--- config.mk ---
export PLATFORM = sky130hd
export DESIGN_NAME = tsc_status_control_regs
export DESIGN_NICKNAME = d
export VERILOG_FILES = /design/src/tsc_status_control_regs.v
export VERILOG_INCLUDE_DIRS = /design/src
export SDC_FILE = /design/constraint.sdc
export NUM_CORES = 1
export LEC_CHECK = 0
export ABC_AREA = 0
export BUFFER_PORTS_ARGS = -buffer_cell sky130_fd_sc_hd__buf_4
export CAP_MARGIN = 30
export CORE_ASPECT_RATIO = 0.7
export CORE_MARGIN = 3
export CORE_UTILIZATION = 30
export DETAILED_ROUTE_END_ITERATION = 16
export HOLD_SLACK_MARGIN = 0.12
export PLACE_DENSITY = 0.61
export SLEW_MARGIN = 20
export SYNTH_ARGS = -nofsm -noshare
export SYNTH_HDL_FRONTEND = slang
export SYNTH_SLANG_ARGS = --single-unit
--- constraint.sdc ---
create_clock -name clk_sys -period 2.82 [get_ports clk_sys]
set_clock_uncertainty 0.1 [all_clocks]
set_input_delay 0.705 -clock clk_sys [delete_from_list [all_inputs] [get_ports clk_sys]]
set_output_delay 0.705 -clock clk_sys [all_outputs]
set_load 0.01 [all_outputs]
--- src/tsc_regs_map.vh ---
/*
 Register offsets, field positions and reset values of the status and control bank.
 Assumes offsets are compared against the low 16 bits of the module-relative address.
*/
`ifndef TSC_REGS_MAP_VH
`define TSC_REGS_MAP_VH
// ==========================================
// Offsets
`define TSC_OFS_STATUS_ONE   16'h100E
`define TSC_OFS_CONTROL_ONE  16'h1010
`define TSC_OFS_BASE_UPPER   16'h1012
`define TSC_OFS_BASE_LOWER   16'h1014
`define TSC_OFS_ONE_SHOT     16'h1016
`define TSC_OFS_CHAIN_POS    16'h101A
`define TSC_OFS_EVT_THRESH   16'h1020
`define TSC_OFS_STATUS_TWO   16'h1022
`define TSC_OFS_EVT_CNT_LOW  16'h1024
// ==========================================
// Status one field positions
`define TSC_ST1_LOCAL_DATA_READY       0
`define TSC_ST1_CHAIN_LOCAL_DATA_READY 1
`define TSC_ST1_BUSY         2
`define TSC_ST1_CHAIN_BUSY   3
`define TSC_ST1_SLOT_MISSING 4
`define TSC_ST1_PURGED       5
`define TSC_ST1_TERM_ON      6
`define TSC_ST1_TERM_OFF     7
`define TSC_ST1_EVT_FLAG     8
// ==========================================
// Control one field positions
`define TSC_CT1_BLOCK_END    2
`define TSC_CT1_FRONT_RESET  4
`define TSC_CT1_BUS_ERR_EN   5
`define TSC_CT1_ALIGN        6
// ==========================================
// Status two field positions
`define TSC_ST2_EMPTY        1
`define TSC_ST2_FULL         2
`define TSC_ST2_BOARD_LSB    4
// ==========================================
// Reset values
`define TSC_RST_CONTROL_ONE  7'h00
`define TSC_RST_BASE         8'h00
`define TSC_RST_CHAIN_POS    2'h0
`define TSC_RST_EVT_THRESH   5'h00
`define TSC_SLOT_DEFAULT     5'h1F
// ==========================================
// Timing counts
`define TSC_SLOT_SETTLE      2'h3
`endif

--- src/tsc_status_control_regs.v ---
/*
 Status and control register bank of a multichannel time-to-digital converter.
 Assumes a decoded register port (select, write, 16-bit data, module-relative
 address) on clk_sys; readout-path and buffer signals come from logic on the
 same clock, chain lines and switches arrive from pins and are synchronised here.
 Block transfer words, the buffer itself and base address matching live
 elsewhere; this bank only raises the per-word controls they consume.
 Module reset, data clear and block error and pad outputs are one-cycle pulses.
 Straps are read once per hardware reset.
*/
// What this block does
// - Local ready when buffer holds an event
// - Chain ready is OR of chain ready lines
// - Busy on conversion, reset, full, memory test
// - Chain busy is OR of chain busy lines
// - Missing slot flag; slot then software writable
// - Purged flag once chained transfer finished
// - Terminations all on, all off, else mixed
// - Threshold flag when threshold meets count, irq
// - Block end zero: all data, error last
// - Block end one: stop at end word
// - Front reset mode: data or full reset
// - Bus error enable bit five gates errors
// - Alignment pads odd events with dummy word
// - Two base address registers relocate module
// - Any one-shot location write resets module
// - Two chain position flags encode board role
// - Five-bit threshold; zero disables interrupt
// - Second status shows buffer empty, full
// - Second status shows daughter board type
// - Counter low 16 bits readable, mode bit chosen
// - Counter clears on reset writes; data reset clears it only when counting accepted
// - Counting mode defaults to every trigger
`timescale 1ns/1ps
`default_nettype none
`include "tsc_regs_map.vh"

module tsc_status_control_regs #(
  parameter CNT_W = 24,
  parameter THR_W = 5,
  parameter [3:0] BOARD_TYPE = 4'h0  // Arbitrary value
) (
  // Clock and reset
  input  wire        clk_sys,
  input  wire        rst_n,

  // Register port
  input  wire        reg_sel,
  input  wire        reg_wr,
  input  wire [15:0] reg_addr,
  input  wire [15:0] reg_wdata,
  output reg  [15:0] reg_rdata,

  // Buffer and conversion state, same clock
  input  wire        buf_has_event,
  input  wire        buf_empty,
  input  wire        buf_full,
  input  wire [4:0]  stored_events,
  input  wire        conversion_active,
  input  wire        memory_test_mode,
  input  wire        soft_reset_hold,
  input  wire        count_every_trigger,
  input  wire        data_reset,
  input  wire        counter_reset_wr,
  input  wire [2:0]  irq_level,

  // Event strobes
  input  wire        trigger_seen,
  input  wire        trigger_accepted,

  // Block readout side, same clock
  input  wire        chained_xfer,
  input  wire        chain_sent_all,
  input  wire        blk_read,
  input  wire        blk_last_word,
  input  wire        blk_word_is_end,
  input  wire        blk_event_odd,

  // Pins, asynchronous
  input  wire        chain_ready_line,
  input  wire        chain_busy_line,
  input  wire        term_all_on_sw,
  input  wire        term_all_off_sw,
  input  wire        slot_valid_pin,
  input  wire [4:0]  slot_pins,
  input  wire        front_reset_pin,
  input  wire [4:0]  slot_wdata,
  input  wire        slot_wr,

  // Outputs
  output reg         local_data_ready,
  output reg         local_busy,
  output reg         event_threshold_flag,
  output reg         irq_request,
  output reg         block_end_mode,
  output reg         front_reset_mode,
  output reg         bus_error_enable,
  output reg         align_pad_enable,
  output reg  [7:0]  base_addr_upper,
  output reg  [7:0]  base_addr_lower,
  output reg  [1:0]  chain_position,
  output reg  [4:0]  slot_number,
  output reg         slot_number_missing,
  output reg         module_reset,
  output reg         data_clear,
  output reg         blk_send_invalid,
  output reg         blk_bus_error,
  output reg         blk_pad_word,
  output reg  [CNT_W-1:0] event_count
);

  // ==========================================
  // Pin synchronisers
  // Bit order, low to high: ready, busy, on, off, valid, front
  localparam NSYNC = 6;
  wire [NSYNC-1:0] pin_raw = {front_reset_pin, slot_valid_pin, term_all_off_sw,
                              term_all_on_sw, chain_busy_line, chain_ready_line};
  reg  [NSYNC-1:0] sync1_reg;
  reg  [NSYNC-1:0] sync2_reg;
  reg  [4:0]       slot_s1_reg;
  reg  [4:0]       slot_s2_reg;
  reg              front_prev_reg;

  // Two stages per pin; only the second stage is read by logic.
  // Straps share the same depth so slot and valid settle together.
  always @(posedge clk_sys) begin
    if (!rst_n) begin
      sync1_reg   <= {NSYNC{1'b0}};
      sync2_reg   <= {NSYNC{1'b0}};
      slot_s1_reg <= 5'h00;
      slot_s2_reg <= 5'h00;
    end else begin
      sync1_reg   <= pin_raw;
      sync2_reg   <= sync1_reg;
      slot_s1_reg <= slot_pins;
      slot_s2_reg <= slot_s1_reg;
    end
  end

  wire chain_ready_s = sync2_reg[0];
  wire chain_busy_s  = sync2_reg[1];
  wire term_on_s     = sync2_reg[2];
  wire term_off_s    = sync2_reg[3];
  wire slot_valid_s  = sync2_reg[4];
  wire front_s       = sync2_reg[5];
  wire front_rise    = front_s & ~front_prev_reg;

  // Both switch lines high at once is a wiring fault: report mixed
  wire term_all_on   = term_on_s & ~term_off_s;
  wire term_all_off  = term_off_s & ~term_on_s;

  // ==========================================
  // Decode
  // Full 16-bit offset match; other offsets never hit a register
  wire wr_en   = reg_sel & reg_wr;
  wire wr_ct1  = wr_en & (reg_addr == `TSC_OFS_CONTROL_ONE);
  wire wr_bhi  = wr_en & (reg_addr == `TSC_OFS_BASE_UPPER);
  wire wr_blo  = wr_en & (reg_addr == `TSC_OFS_BASE_LOWER);
  wire wr_shot = wr_en & (reg_addr == `TSC_OFS_ONE_SHOT);
  wire wr_pos  = wr_en & (reg_addr == `TSC_OFS_CHAIN_POS);
  wire wr_thr  = wr_en & (reg_addr == `TSC_OFS_EVT_THRESH);

  // Module-wide soft reset: one-shot write or front panel in full mode
  // In data mode the front reset leaves every control bit alone
  wire soft_rst = wr_shot | (front_rise & front_reset_mode);
  wire dat_rst  = data_reset | (front_rise & ~front_reset_mode);

  reg [THR_W-1:0] thresh_reg;
  reg             purged_reg;
  reg             slot_caught_reg;
  reg  [1:0]      slot_settle_reg;

  // Control reset image, split into its fields below
  wire [6:0]      ct1_rst = `TSC_RST_CONTROL_ONE;

  // ==========================================
  // Control registers; hardware reset only, soft reset keeps them all
  always @(posedge clk_sys) begin
    if (!rst_n) begin
      block_end_mode   <= ct1_rst[`TSC_CT1_BLOCK_END];
      front_reset_mode <= ct1_rst[`TSC_CT1_FRONT_RESET];
      bus_error_enable <= ct1_rst[`TSC_CT1_BUS_ERR_EN];
      align_pad_enable <= ct1_rst[`TSC_CT1_ALIGN];
      base_addr_upper  <= `TSC_RST_BASE;
      base_addr_lower  <= `TSC_RST_BASE;
      chain_position   <= `TSC_RST_CHAIN_POS;
      thresh_reg       <= `TSC_RST_EVT_THRESH;
      front_prev_reg   <= 1'b0;
    end else begin
      front_prev_reg <= front_s;
      if (wr_ct1) begin
        block_end_mode   <= reg_wdata[`TSC_CT1_BLOCK_END];
        front_reset_mode <= reg_wdata[`TSC_CT1_FRONT_RESET];
        bus_error_enable <= reg_wdata[`TSC_CT1_BUS_ERR_EN];
        align_pad_enable <= reg_wdata[`TSC_CT1_ALIGN];
      end
      // Base address bytes, upper then lower
      if (wr_bhi) begin
        base_addr_upper <= reg_wdata[7:0];
      end
      if (wr_blo) begin
        base_addr_lower <= reg_wdata[7:0];
      end
      // Chain role: bit 0 first board, bit 1 last board
      if (wr_pos) begin
        chain_position <= reg_wdata[1:0];
      end
      // Threshold keeps only its low bits; upper data bits are dropped
      if (wr_thr) begin
        thresh_reg <= reg_wdata[THR_W-1:0];
      end
    end
  end

  // ==========================================
  // Slot number: caught once after release, writable when missing.
  // Straps are sampled only after the synchroniser has refilled
  // from the pins, so no reset value of the flops leaks into the slot.
  always @(posedge clk_sys) begin
    if (!rst_n) begin
      slot_number         <= `TSC_SLOT_DEFAULT;
      slot_number_missing <= 1'b0;
      slot_caught_reg     <= 1'b0;
      slot_settle_reg     <= 2'h0;
    end else if (!slot_caught_reg) begin
      // Count the refill cycles, then take the straps once
      if (slot_settle_reg != `TSC_SLOT_SETTLE) begin
        slot_settle_reg <= slot_settle_reg + 2'h1;
      end else begin
        slot_caught_reg     <= 1'b1;
        slot_number_missing <= ~slot_valid_s;
        if (slot_valid_s)
          slot_number <= slot_s2_reg;
      end
    end else if (slot_number_missing && slot_wr) begin
      slot_number <= slot_wdata;
    end
  end

  // ==========================================
  // Event counter clear and step conditions.
  // A data reset clears only the relative count of accepted events;
  // counting every trigger keeps the absolute count across data resets.
  wire cnt_full_clr = ~rst_n | soft_rst | counter_reset_wr | soft_reset_hold;
  wire cnt_data_clr = dat_rst & ~count_every_trigger;
  wire cnt_step     = count_every_trigger ? trigger_seen : trigger_accepted;

  // Event counter, wraps silently at full scale
  always @(posedge clk_sys) begin
    if (cnt_full_clr)
      event_count <= {CNT_W{1'b0}};
    else if (cnt_data_clr)
      event_count <= {CNT_W{1'b0}};
    else if (cnt_step)
      event_count <= event_count + {{(CNT_W-1){1'b0}}, 1'b1};
  end

  // ==========================================
  // Status, threshold and block readout controls
  // Both sides at eight bits so the compare is unsigned and equal width
  wire [7:0] thr_wide  = {{(8-THR_W){1'b0}}, thresh_reg};
  wire [7:0] evt_wide  = {3'b000, stored_events};
  // Zero threshold or zero level keeps flag and request quiet
  wire       thr_armed = (thresh_reg != {THR_W{1'b0}}) && (irq_level != 3'd0);
  wire       thr_hit   = thr_armed && (thr_wide >= evt_wide);
  wire       thr_match = thr_armed && (thr_wide == evt_wide);

  // Busy sources; any of them holds the module busy
  wire       busy_src  = conversion_active | soft_reset_hold | module_reset
                         | dat_rst | buf_full | memory_test_mode;

  // Block readout stops on the end word or on the last buffered word
  wire       blk_stop  = block_end_mode ? blk_word_is_end : blk_last_word;

  // ==========================================
  // Status and block readout flops

  always @(posedge clk_sys) begin
    // Busy stands through reset; flags and pulses drop, module_reset rises on soft reset
    if (!rst_n || soft_rst) begin
      local_data_ready     <= 1'b0;
      local_busy           <= 1'b1;
      event_threshold_flag <= 1'b0;
      irq_request          <= 1'b0;
      purged_reg           <= 1'b0;
      module_reset         <= ~rst_n ? 1'b0 : 1'b1;
      data_clear           <= 1'b0;
      blk_send_invalid     <= 1'b0;
      blk_bus_error        <= 1'b0;
      blk_pad_word         <= 1'b0;
    end else begin
      local_data_ready <= buf_has_event;
      local_busy       <= busy_src;
      event_threshold_flag <= thr_hit;
      // Request on exact match; zero threshold disables it
      irq_request      <= thr_match;
      // Purged only while a chained transfer has sent everything
      purged_reg   <= chained_xfer & chain_sent_all;
      module_reset <= 1'b0;
      data_clear   <= dat_rst;
      // Invalid words after end word or once empty
      if (!chained_xfer && !blk_read)
        blk_send_invalid <= 1'b0;
      else if (blk_read && block_end_mode && blk_word_is_end)
        blk_send_invalid <= 1'b1;
      else if (blk_read && !block_end_mode && blk_last_word)
        blk_send_invalid <= 1'b1;
      // Bus error only when enabled; else every cycle acknowledged
      // Chained transfers keep the invalid marker up between words
      blk_bus_error <= bus_error_enable & blk_read & blk_stop;
      blk_pad_word  <= align_pad_enable & blk_read & blk_word_is_end & blk_event_odd;
    end
  end

  // ==========================================
  // Read data for the addressed register, zero for unmapped offsets.
  // Read-only offsets have no write path, so writes there change nothing.
  reg [15:0] rd_next;

  always @* begin
    rd_next = 16'h0000;
    case (reg_addr)
      `TSC_OFS_STATUS_ONE: begin
        rd_next[`TSC_ST1_LOCAL_DATA_READY]       = local_data_ready;
        rd_next[`TSC_ST1_CHAIN_LOCAL_DATA_READY] = chain_ready_s;
        rd_next[`TSC_ST1_BUSY]         = local_busy;
        rd_next[`TSC_ST1_CHAIN_BUSY]   = chain_busy_s;
        rd_next[`TSC_ST1_SLOT_MISSING] = slot_number_missing;
        rd_next[`TSC_ST1_PURGED]       = purged_reg;
        rd_next[`TSC_ST1_TERM_ON]      = term_all_on;
        rd_next[`TSC_ST1_TERM_OFF]     = term_all_off;
        rd_next[`TSC_ST1_EVT_FLAG]     = event_threshold_flag;
      end
      `TSC_OFS_CONTROL_ONE: begin
        rd_next[`TSC_CT1_BLOCK_END]   = block_end_mode;
        rd_next[`TSC_CT1_FRONT_RESET] = front_reset_mode;
        rd_next[`TSC_CT1_BUS_ERR_EN]  = bus_error_enable;
        rd_next[`TSC_CT1_ALIGN]       = align_pad_enable;
      end
      `TSC_OFS_BASE_UPPER:  rd_next = {8'h00, base_addr_upper};
      `TSC_OFS_BASE_LOWER:  rd_next = {8'h00, base_addr_lower};
      `TSC_OFS_CHAIN_POS:   rd_next = {14'h0000, chain_position};
      `TSC_OFS_EVT_THRESH:  rd_next = {{(16-THR_W){1'b0}}, thresh_reg};
      `TSC_OFS_STATUS_TWO: begin
        rd_next[`TSC_ST2_EMPTY] = buf_empty;
        rd_next[`TSC_ST2_FULL]  = buf_full;
        rd_next[`TSC_ST2_BOARD_LSB+3:`TSC_ST2_BOARD_LSB] = BOARD_TYPE;
      end
      `TSC_OFS_EVT_CNT_LOW: rd_next = event_count[15:0];
      default:              rd_next = 16'h0000;
    endcase
  end

  // ==========================================
  // Read data register; holds until the next read
  always @(posedge clk_sys) begin
    if (!rst_n) begin
      reg_rdata <= 16'h0000;
    end else if (reg_sel && !reg_wr) begin
      reg_rdata <= rd_next;
    end
  end

  // ==========================================
  // Limitations
  // Slot writes take effect at once; the slot is caught only once
  // per hardware reset, so a soft reset keeps a written slot.
  // Base address bytes only hold the value; matching is done upstream.
  // Reading two registers back to back needs no idle cycle; each result lands one cycle later.

endmodule // tsc_status_control_regs
`default_nettype wire

==> Yosys cells after proc, flatten, opt, wreduce, memory -nomap -nowiden <==
Cells that the tools add are included.
{ "word_totals": {"regBits": 109, "latchBits": 0, "mem_bits_rw": 0, "romBits": 0, "input_bits": 78, "out_inout_bits": 77, "wordCells": 127, "memories": 0} }
{ "classes": {"n_addsub": 2, "multipliers": 0, "div": 0, "order_cmp": 1, "n_eq_ne": 13, "shifts": 0, "mux": 19, "bitwise": 38, "n_reduce_logical": 25} }
{ "ops": {"columns": ["op", "n"], "rows": [
  ["$eq 16x13->1 const B", 9],
  ["$add 24x1->24 const B", 1],
  ["$mux 5", 4],
  ["$and 1x1->1", 19],
  ["$pmux 3 s6", 1],
  ["$pmux 1 s7", 2],
  ["$logic_and 1x1->1", 10],
  ["$or 1x1->1", 10],
  ["$not 1->1", 9],
  ["$mux 1", 7],
  ["$mux 7", 1],
  ["$pmux 1 s6", 1],
  ["$eq 5x5->1", 1],
  ["$ge 5x5->1", 1],
  ["$logic_not 1->1", 5],
  ["$pmux 1 s5", 1],
  ["$reduce_bool 5->1", 1],
  ["$ne 2x2->1 const B", 2],
  ["$pmux 1 s4", 1],
  ["$reduce_and 2->1", 2],
  ["$reduce_bool 2->1", 2],
  ["$reduce_or 2->1", 2],
  ["$reduce_and 3->1", 1],
  ["$reduce_bool 3->1", 1],
  ["other kinds (4)", 4]
]} }

==> Logic depth before layout (Yosys ltp) <==
Gate-level depths: netlist of the first run.
{ "depth": {"depth_word": 8, "mapped_depth": 8, "ltp_nobuf": 6} }

==> Worst setup path before layout of the first run <==
No wires, ideal clock.
{ "synth_timing": {"path_kind": "input -> register", "start": "input port reg_addr[9]", "end": "register thresh_reg[1]", "setup_ps": 116, "arrival_time_ps": 2301, "required_time_ps": 2604, "setup_slack_ps": 303, "cell_stages": 7, "path_buffers": 2, "path_cell_list": "or4_1 > buf_6 > nor4_4 > and2_1 > buf_6 > mux2i_1 > nor2b_1"} }
{ "synth_via": {"elab_chain_len": 2} }
{ "synth_lines": {"columns": ["item", "line", "text"], "rows": [
  ["start: declaration", "tsc_status_control_regs.v:50", "input wire [15:0] reg_addr,"],
  ["$eq 16x13->1", null, null],
  ["$and 1x1->1", "tsc_status_control_regs.v:161", "wire wr_thr = wr_en & (reg_addr == `TSC_OFS_EVT_THRESH);"],
  ["end signal: assignment", "tsc_status_control_regs.v:187", "thresh_reg <= `TSC_RST_EVT_THRESH;"],
  ["end signal: assignment", "tsc_status_control_regs.v:210", "thresh_reg <= reg_wdata[THR_W-1:0];"],
  ["end: declaration", "tsc_status_control_regs.v:168", "reg [THR_W-1:0] thresh_reg;"]
]} }
Every way passes these cells.
A chain may end at the register's enable or synchronous reset.

==> Worst setup path after layout of the first run <==
{ "layout_timing": {"start": "input port reg_addr[9]", "end": "register base_addr_lower[1]"} }
{ "layout_via": {"elab_chain_len": 2} }
{ "layout_lines": {"columns": ["item", "line", "text"], "rows": [
  ["$eq 16x13->1", null, null],
  ["$and 1x1->1", "tsc_status_control_regs.v:158", "wire wr_blo = wr_en & (reg_addr == `TSC_OFS_BASE_LOWER);"],
  ["end signal: assignment", "tsc_status_control_regs.v:185", "base_addr_lower <= `TSC_RST_BASE;"],
  ["end signal: assignment", "tsc_status_control_regs.v:202", "base_addr_lower <= reg_wdata[7:0];"],
  ["end: declaration", "tsc_status_control_regs.v:100", "output reg [7:0] base_addr_lower,"]
]} }
Every way passes these cells.

==> summary.md, run 1 <==
| Metric | Value |
|---|---|
| Max VDD drop | between 0.3 and 0.4 mV |
| Drt pass-1 iters | 4 |
| CTS tree | done |
| Prevailing post-synth register cell | dfxtp_1 |
| Final TNS setup | 0 ns |
| Async S/R FF share, synth | 0% |
| Vias per inst | roughly 5 |
| Final Net Count | 738 |
| Power Total | ~3.2 mW |
| I/O pin count | ~160 |
| Chip height | between 100 and 150 um |
| GRT Residual Overflow | 0 |
| Antenna violations before repair | 0 |
| Hold Buf Count CTS | 0 |
| Top-count cell post-synth | dfxtp_1 |
| Buffer count from post-CTS setup fixing | 0 |
| Seq cells post-synth | ~110 |
| Crit path kind | input pin to register |
| Max-cap violations | 0 |
| Max Root-Sink Buffers | 2 |
| Ant diodes | 0 |
| Biggest regs | event_count x24, reg_rdata x16 |
| Post-synth EDFFs | 0 |
| Row Count | 37 |
| Fin area | ~0.0063 mm2 |
| Port bufs | 146 |
| Largest register FFs | 24 |
| Cell taking the most area after synthesis | dfxtp_1 |
| Final Slew Violations | 0 |
| Tmin final | approximately 2.4 ns |
| Post-synthesis sequential area ratio | a little under half |
| Fmax | 417.2 MHz |
| DP Area | 0.006043 mm2 |
| Area grow syn2layout | 34.46% |
| Pwr dens | roughly 500 mW/mm2 |
| Clock-pin slew on the worst setup and hold paths | 0.08 ns |
| R2R setup slack | just over 0.7 ns |
| Core footprint | 0.01505 mm2 |
| Clock Sinks | ~110 |
| Post-synthesis cell type count | 52 |
| Post-route DRC | 0 |
| CP required | approximately 3 ns |
| Syn Std Cell Area | ~0.0047 mm2 |
| DR iter-0 viols | 300 |
| Net Count, Synth | 592 |
| H-tree lvl count | 3 |
| Period utilization | between 80% and 90% |
| Startpoint Class | input pin |
| Area share of the largest cell type after synthesis | 46.30% |
| Worst endpoint data arrival time | 2.58 ns |
| Worst-skew pair later-pin latency | 0.35 ns |
| Met2 Use GR | between 20 and 30% |
| Die W | approximately 160 um |
| All-Layer GR Usage | between 15 and 20% |
| Final Hold Fails | 0 |
| Outcome | complete, no violations |
| Hold Crit Class | register to register |
| Met3 GRT Util | 4.643% |
| Vias | 4216 |
| Biggest register | event_count |
| Max Fanout on Critical Path | 10 |
| Vias in the first global route | a little over 4000 |
| Root buffer selected by CTS | clkbuf_16 |
| GRT Max-Usage Layer | met2 |
| Die ar. | around 0.017 mm2 |
| Synth area leaders | dfxtp_1, mux2i_1, nand2_1 |
| Slew margin rel. | around 60% |
| Setup-failing EPs final | 0 |
| Synth Warn # | 0 |
| Cells after synthesis | between 500 and 600 |
| Met1 Use GR | between 20% and 30% |
| Setup crit end kind | register |
| Leakage | 2.536 nW |
| Synth top cells by count | dfxtp_1, nand2_1, nor2_1 |
| Initial Util | roughly 31% |
| First-pass GRT wire length | 22490 um |
| Placer Congestion | roughly 0.86 |
| Pin count of the biggest net entering global routing | 77 |
| Worst Tran Pin Value | approximately 0.60 ns |
| TritonCTS Buffers | 9 |
| Mean Syn Cell Area | slightly above 9 um2 |
| Hpwl dp | ~11000 um |
| Layout cells sized above 1 | roughly 29% |
| Final wirelength | between 10000 and 15000 um |
| RSZ-0062 raised after global routing | false |
| Routed WL per cell | 16.82 um |
| Post-CTS resize count | 0 |
| Routed Antenna Nets | 0 |
-- placed cells by master, fill, tap and decap left out, drive strengths merged, types with 11 or more instances in the layout --
cell,instances
dfxtp,109
inv,16
o21ai,16
nand3,18
nor2,43
buf,161
xnor2,15
a21boi,20
and2,29
nor2b,23
nor3,11
mux2i,21
nand2,55
-- critical path, cell delays in order --
cell      delay (ns)
buf_4           0.11
or4_1           0.51
buf_4           0.21
nor4_2          0.36
and2_1          0.42
nand2_1         0.10
a21boi_1        0.15
-- per-stage QoR --
stage	setup slack [ns]	cells	util (%)	hold WS [ns]
6_report	0.4229	853	42.12	0.3340
5_1_grt	0.3650	853	42.12	0.3441
4_1_cts	0.4294	853	42.12	0.3360
3_3_place_gp	0.1424	837	40.17	0.3187
3_5_place_dp	0.08201	837	40.17	0.3200
2_1_floorplan	0.3027	507	-	0.3119
-- cell families after synthesis --
logic type | synth area share [%]
DFF | 46.30
buffers and inverters | 3.902
adders and majority gates | 1.858
muxes | 5.176
AOI/OAI and AO/OA | 11.36
xor gates and xnor gates | 4.460
and+or+nand+nor | 26.94
-- layer usage --
layer  wire [um]  up-vias  part of all wire [%]
met3        1028       15                   7.2
met2        6455      148                    45
met1        6684     1988                    47
li1            -     2065                     -
met4         180        0                   1.3
met5           0        -                     0
-- cell type report --
type / count / area (um2)
fillers: 1480 / 8708
multi-input cells: 359 / 2347
flip-flops and latches: 109 / 2182
repair buffers: 161 / 1221
well taps: 195 / 244.0
clock buffers: 10 / 229.0
clock inverters: 6 / 65.06
inverters: 13 / 48.80
-- where the power goes --
group	switching, mW	internal [mW]	total, mW	leakage [nW]
logic	0.138	0.158	0.296	1.51
clock network	0.618	0.627	1.25	0.144
registers	0.0345	1.59	1.62	0.886
total	0.791	2.37	3.16	2.54
-- final timing paths --
path | startpoint | to | depth (start not counted)
max reg2reg | event_count[7] | event_count[23] | 5
min | slot_s1_reg[2] | slot_s2_reg[2] | 1
min reg2reg | slot_s1_reg[2] | slot_s2_reg[2] | 1
max | reg_addr[9] | base_addr_lower[1] | 7
No activity file was read; power rests on OpenSTA's default activity.
==> run 2: changes to the inputs <==
CAP_MARGIN = 15   (was 30)
clock period = 2.6 ns   (was 2.82 ns; I/O delays follow)
==> run 2 against run 1 <==
Die area did not move. Combinational power is 7.4% higher. Critical path depth rose by 1. Flip-flop and latch count did not move. Clock-buffer cell count stayed put. Hold slack got worse by 0.0066 ns. Critical path type unchanged. Critical endpoint is now base_addr_lower[2]. Highest routed layer unchanged.
==> summary.md, run 2 (same netlist as run 1, synthesis figures left out) <==
| Metric | Value |
|---|---|
| Ant diodes | 0 |
| Row Count | 37 |
| Max-cap violations | 0 |
| Pin count of the biggest net entering global routing | 77 |
| Vias in the first global route | 4093 |
| GRT Residual Overflow | 0 |
| CP startpoint | reg_addr[9] |
| Place WS | -0.03162 ns |
| Largest register FFs | 24 |
| CP endpoint | base_addr_lower[2] |
| Final Worst Setup Slack | between 0.2 and 0.3 ns |
| CTS tree | done |
| Fin area | ~0.0064 mm2 |
| Leakage | around 2.6 nW |
| Clock Sinks | about 110 |
| First-pass GRT wire length | 22500 um |
| Period utilization | a little under 90% |
| Hold Buf Count CTS | 0 |
| Max VDD drop | 0.2903 mV |
| Number of cells on the worst reg-to-reg path | 5 |
| Most frequent cells in the layout | buf_4, dfxtp_1, nand2_1 |
| Max Root-Sink Buffers | 2 |
| Critical path, cell by cell | buf_4 > or4_1 > buf_4 > nor4_2 > and2_1 > buf_4 > nand2_1 > a21boi_1 |
| Buffer count from post-CTS setup fixing | 0 |
| Root buffer selected by CTS | clkbuf_16 |
| Setup-failing EPs final | 0 |
| Chip height | between 100 and 150 um |
| Final std cells w/o fill | about 860 |
| Crit path kind | input pin to register |
| FF/Latch Area | roughly 0.0022 mm2 |
| Pwr dens | around 530 mW/mm2 |
| Antenna violations before repair | 0 |
| Clock-pin slew on the worst setup and hold paths | about 0.070 ns |
| Commonest non-fill, non-tap cell in the layout | buf_4 |
| Hpwl dp | between 10000 and 15000 um |
| TritonCTS Buffers | 9 |
| Startpoint Class | input pin |
| Final Net Count | 749 |
| Slew margin rel. | around three fifths |
| DP Area | 0.006138 mm2 |
| Biggest register | event_count |
| Levels on crit path | 8 |
| FILL cells | 1462 |
| Biggest regs | event_count x24, reg_rdata x16 |
| Core footprint | about 0.015 mm2 |
| Worst endpoint data arrival time | 2.48 ns |
| Layout cells sized above 1 | between 20% and 30% |
| Hold Slack | ~0.33 ns |
| DR iter-0 viols | 250 |
| Port bufs | 146 |
| Routed WL per cell | 16.44 um |
| All-Layer GR Usage | 16.35% |
| Worst Path Buf+Inv | 3 |
| Setup crit end kind | register |
| Cell family with most CP delay | simple AND/OR/NAND/NOR gates |
| Final Slew Violations | 0 |
| Vias per inst | a little under 5 |
| Crit-path max cell delay | slightly above 0.5 ns |
| Final wirelength | around 14000 um |
| Placed Cells | ~850 |
| Die ar. | approximately 0.017 mm2 |
| Die W | around 160 um |
| Drt pass-1 iters | 4 |
| Worst-skew pair later-pin latency | about 0.34 ns |
| RSZ-0062 raised after global routing | false |
| I/O pin count | between 150 and 200 |
| Most common cell on crit path | buf_4 |
| Area taken by multi-input logic gates | 0.002347 mm2 |
| Fmax | about 430 MHz |
| Outcome | complete, no violations |
| Routed Antenna Nets | 0 |
| CP required | about 2.8 ns |
| Area grow syn2layout | 36.08% |
| R2R setup slack | approximately 0.54 ns |
| Final Hold Fails | 0 |
| H-tree lvl count | 3 |
| Worst Tran Pin Value | about 0.60 ns |
| RR Endpoint | event_count[23] |
| Final TNS setup | 0 ns |
| Vias | between 4000 and 5000 |
| Slowest CP cell | or4_1 |
| Max Fanout on Critical Path | 10 |
| Placer Congestion | 0.8588 |
| Post-route DRC | 0 |
| Power Total | approximately 3.4 mW |
| R2r startpoint | event_count[8] |
| Tmin final | between 2 and 2.5 ns |
| Hold Crit Class | register to register |
| Fin util | between 40 and 50% |
| Initial Util | between 30% and 40% |
| Post-CTS resize count | 0 |
[run 2: cell type report]
class,instances,area share [%]
tap,195,3.804
inverter,13,0.7608
multi-input combinational,359,36.60
clock inverter,6,0.7218
timing repair buffer,172,20.52
sequential,109,34.02
clock buffer,10,3.570
[run 2: how the worst min path moves through the flow]
| stage | end | slack [ns] | depth (start not counted) | start |
|---|---|---|---|---|
| final | slot_s2_reg[2] | 0.33 | 1 | slot_s1_reg[2] |
| after global routing | slot_s2_reg[2] | 0.35 | 1 | slot_s1_reg[2] |
| after CTS | slot_s2_reg[2] | 0.33 | 1 | slot_s1_reg[2] |
| after detailed placement | sync2_reg[3] | 0.32 | 1 | sync1_reg[3] |
| after global placement | sync2_reg[2] | 0.32 | 1 | sync1_reg[2] |
| after floorplan | slot_s2_reg[0] | 0.31 | 1 | slot_s1_reg[0] |
[run 2: where the power goes]
| part | internal [mW] | switching (mW) | total, mW |
|---|---|---|---|
| logic | 0.171 | 0.147 | 0.318 |
| registers | 1.72 | 0.0378 | 1.76 |
| clock network | 0.660 | 0.640 | 1.30 |
| total | 2.55 | 0.825 | 3.38 |
[run 2: layer usage]
metal / GRT usage, % / up-vias / routed length, um
li1: - / 2080 / -
met1: 22.45 / 2001 / 6638
met2: 26.05 / 102 / 6590
met3: 4.448 / 6 / 894
met5: 0 / - / 0
met4: 2.824 / 0 / 78
==> run 3: changes to the inputs <==
ABC_AREA = 1   (was 0)
==> run 3 against run 2 <==
Setup slack gained 0.41 ns. Cell area up 2.6%. Synthesized area rose by 6.0%. Critical path depth up 2. Final cell count grew 24%. Sequential share of layout area fell by 0.85 points. Largest power group unchanged.
==> summary.md, run 3 <==
| Metric | Value |
|---|---|
| Outcome | complete, no violations |
| Prevailing post-synth register cell | dfxtp_1 |
| Power Total | around 3.4 mW |
| Clock Sinks | between 100 and 150 |
| Slew margin rel. | between 40% and 50% |
| Critical path, cell by cell | buf_4 > nand2_1 > inv_1 > nand2_1 > nor2_1 > nand3_2 > nand3_4 > nor2_4 > inv_2 > a21oi_1 |
| Layout cells sized above 1 | between 20% and 30% |
| Pwr dens | between 500 and 600 mW/mm2 |
| Core footprint | ~0.016 mm2 |
| Final Slew Violations | 0 |
| RSZ-0062 raised after global routing | false |
| Setup crit end kind | register |
| Ant diodes | 0 |
| Initial Util | around a third |
| Post-CTS resize count | 0 |
| Max Root-Sink Buffers | 2 |
| Tmin final | 1.897 ns |
| Drt pass-1 iters | 6 |
| Vias in the first global route | between 4000 and 5000 |
| First-pass GRT wire length | between 20000 and 25000 um |
| Die W | ~160 um |
| Chip height | about 110 um |
| CP required | 2.77 ns |
| Pin count of the biggest net entering global routing | 53 |
| Hpwl dp | 11470 um |
| CTS tree | done |
| DR iter-0 viols | just under 400 |
| Slowest CP cell | nor2_4 |
| Final Hold Fails | 0 |
| FILL cells | 1691 |
| Post-synth EDFFs | 0 |
| Cell family with most CP delay | simple AND/OR/NAND/NOR gates |
| Period utilization | about 73% |
| Area share of the largest cell type after synthesis | 43.67% |
| Vias per inst | ~4.5 |
| Cell taking the most area after synthesis | dfxtp_1 |
| Commonest non-fill, non-tap cell in the layout | nand2_1 |
| Hold Crit Class | register to register |
| TritonCTS Buffers | 9 |
| Root buffer selected by CTS | clkbuf_16 |
| Final TNS setup | 0 ns |
| Port bufs | about 150 |
| Final Net Count | around 930 |
| Largest register FFs | 24 |
| Leakage | about 3.0 nW |
| Max-cap violations | 0 |
| Worst endpoint data arrival time | 2.07 ns |
| Cells after synthesis | 700 |
| Row Count | 38 |
| Worst Tran Pin Value | around 0.88 ns |
| Most common cell on crit path | nand2_1 |
| Final wirelength | 15010 um |
| Area grow syn2layout | 31.62% |
| Clock-pin slew on the worst setup and hold paths | 0.07 ns |
| I/O pin count | between 150 and 200 |
| Routed Antenna Nets | 0 |
| Biggest register | event_count |
| Crit-path max cell delay | around 0.35 ns |
| Antenna violations before repair | 0 |
| Seq cells post-synth | around 110 |
| Synth area leaders | dfxtp_1, nand2_1, nor2_1 |
| Post-synthesis sequential area ratio | between 40% and 50% |
| Top-count cell post-synth | nand2_1 |
| Placer Congestion | between 0.8 and 0.9 |
| Net Count, Synth | slightly below 800 |
| Syn Std Cell Area | between 0.004 and 0.005 mm2 |
| Synth top cells by count | nand2_1, dfxtp_1, nor2_1 |
| Vias | between 4000 and 5000 |
| Post-synthesis cell type count | 39 |
| Startpoint Class | input pin |
| Worst Path Buf+Inv | 3 |
| Biggest regs | event_count x24, reg_rdata x16 |
| Post-route DRC | 0 |
| All-Layer GR Usage | 16.41% |
| Max VDD drop | ~0.30 mV |
| Routed WL per cell | 14.05 um |
| GRT Residual Overflow | 0 |
| Most frequent cells in the layout | nand2_1, buf_4, dfxtp_1 |
| Fin util | a little over 40% |
| Worst-skew pair later-pin latency | around 0.34 ns |
| Die ar. | around 0.018 mm2 |
| Fmax | approximately 530 MHz |
| Mean Syn Cell Area | 7.139 um2 |
| Max Fanout on Critical Path | 13 |
| Synth Warn # | 0 |
| Buffer count from post-CTS setup fixing | 0 |
| Async S/R FF share, synth | 0% |
| Setup-failing EPs final | 0 |
| Hold Buf Count CTS | 0 |
| Crit path kind | input pin to register |
| H-tree lvl count | 3 |
## run 3: cell types whose count changed after synthesis, moves of 9 or more
cell,previous run,this run
xnor2_1,15,2
mux2i_1,21,0
o21ai_0,15,28
nand3_1,17,62
nor2_1,43,89
nor2b_1,23,0
nand2_1,55,163
a21oi_1,9,51
inv_1,13,86
and2_1,29,0
a21boi_1,11,0
nor2_2,0,10
a21boi_0,9,0
## run 3: tightest hold or removal path, delay by kind of cell (launching register included)
kind | cells | cell delay, ns
buffers and inverters | 1 | 0.04
and+or+nand+nor | 1 | 0.04
DFF | 1 | 0.31
## run 3: layout make-up
cell class                 instances  area [um2]  area share [%]
multi-input combinational        477        2336           35.51
sequential                       109        2182           33.17
timing repair buffer             153        1149           17.46
inverter                          93       349.1           5.307
tap                              220       275.3           4.185
clock buffer                      11       252.7           3.842
clock inverter                     5       33.78          0.5136
## run 3: power by group
group | internal, mW | total, mW | leakage [nW] | switching (mW)
Sequential | 1.73 | 1.76 | 0.888 | 0.0399
Clock | 0.703 | 1.32 | 0.138 | 0.619
Combinational | 0.159 | 0.337 | 1.97 | 0.178
## run 3: metal layers
layer | up-vias | GRT usage, % | routed length, um
li1 | 2508 | - | -
met1 | 2136 | 24.42 | 7431
met2 | 174 | 23.85 | 6066
met3 | 15 | 4.174 | 1383
met4 | 0 | 3.526 | 128
met5 | - | 0 | 0
## run 3: final timing paths
check,slack (ns),from,depth (start not counted),to
setup / recovery,0.70,reg_wr,10,event_count[8]
hold / removal,0.31,slot_s1_reg[0],2,slot_s2_reg[0]
setup reg to reg,0.71,event_count[0],8,event_count[18]
hold reg to reg,0.31,slot_s1_reg[0],2,slot_s2_reg[0]
## run 3: through the flow
step / cell area (um2) / cells / hold WS (ns) / setup slack (ns)
global route: 6578 / 1068 / 0.3278 / 0.4896
finish: 6578 / 1068 / 0.3119 / 0.7034
global placement: 6291 / 1052 / 0.2941 / 0.3833
floorplan: 4997 / 700 / 0.2905 / 0.8355
CTS: 6578 / 1068 / 0.3135 / 0.6906
detailed placement: 6291 / 1052 / 0.2966 / 0.3439
## run 3: cells by family after synthesis
group	synth area share [%]
flip-flops	43.67
adder cells (fa/ha/maj)	1.753
AO/OA/AOI/OAI	10.29
AND/OR/NAND/NOR	33.78
XOR/XNOR	0.8765
buffers and inverters	9.639
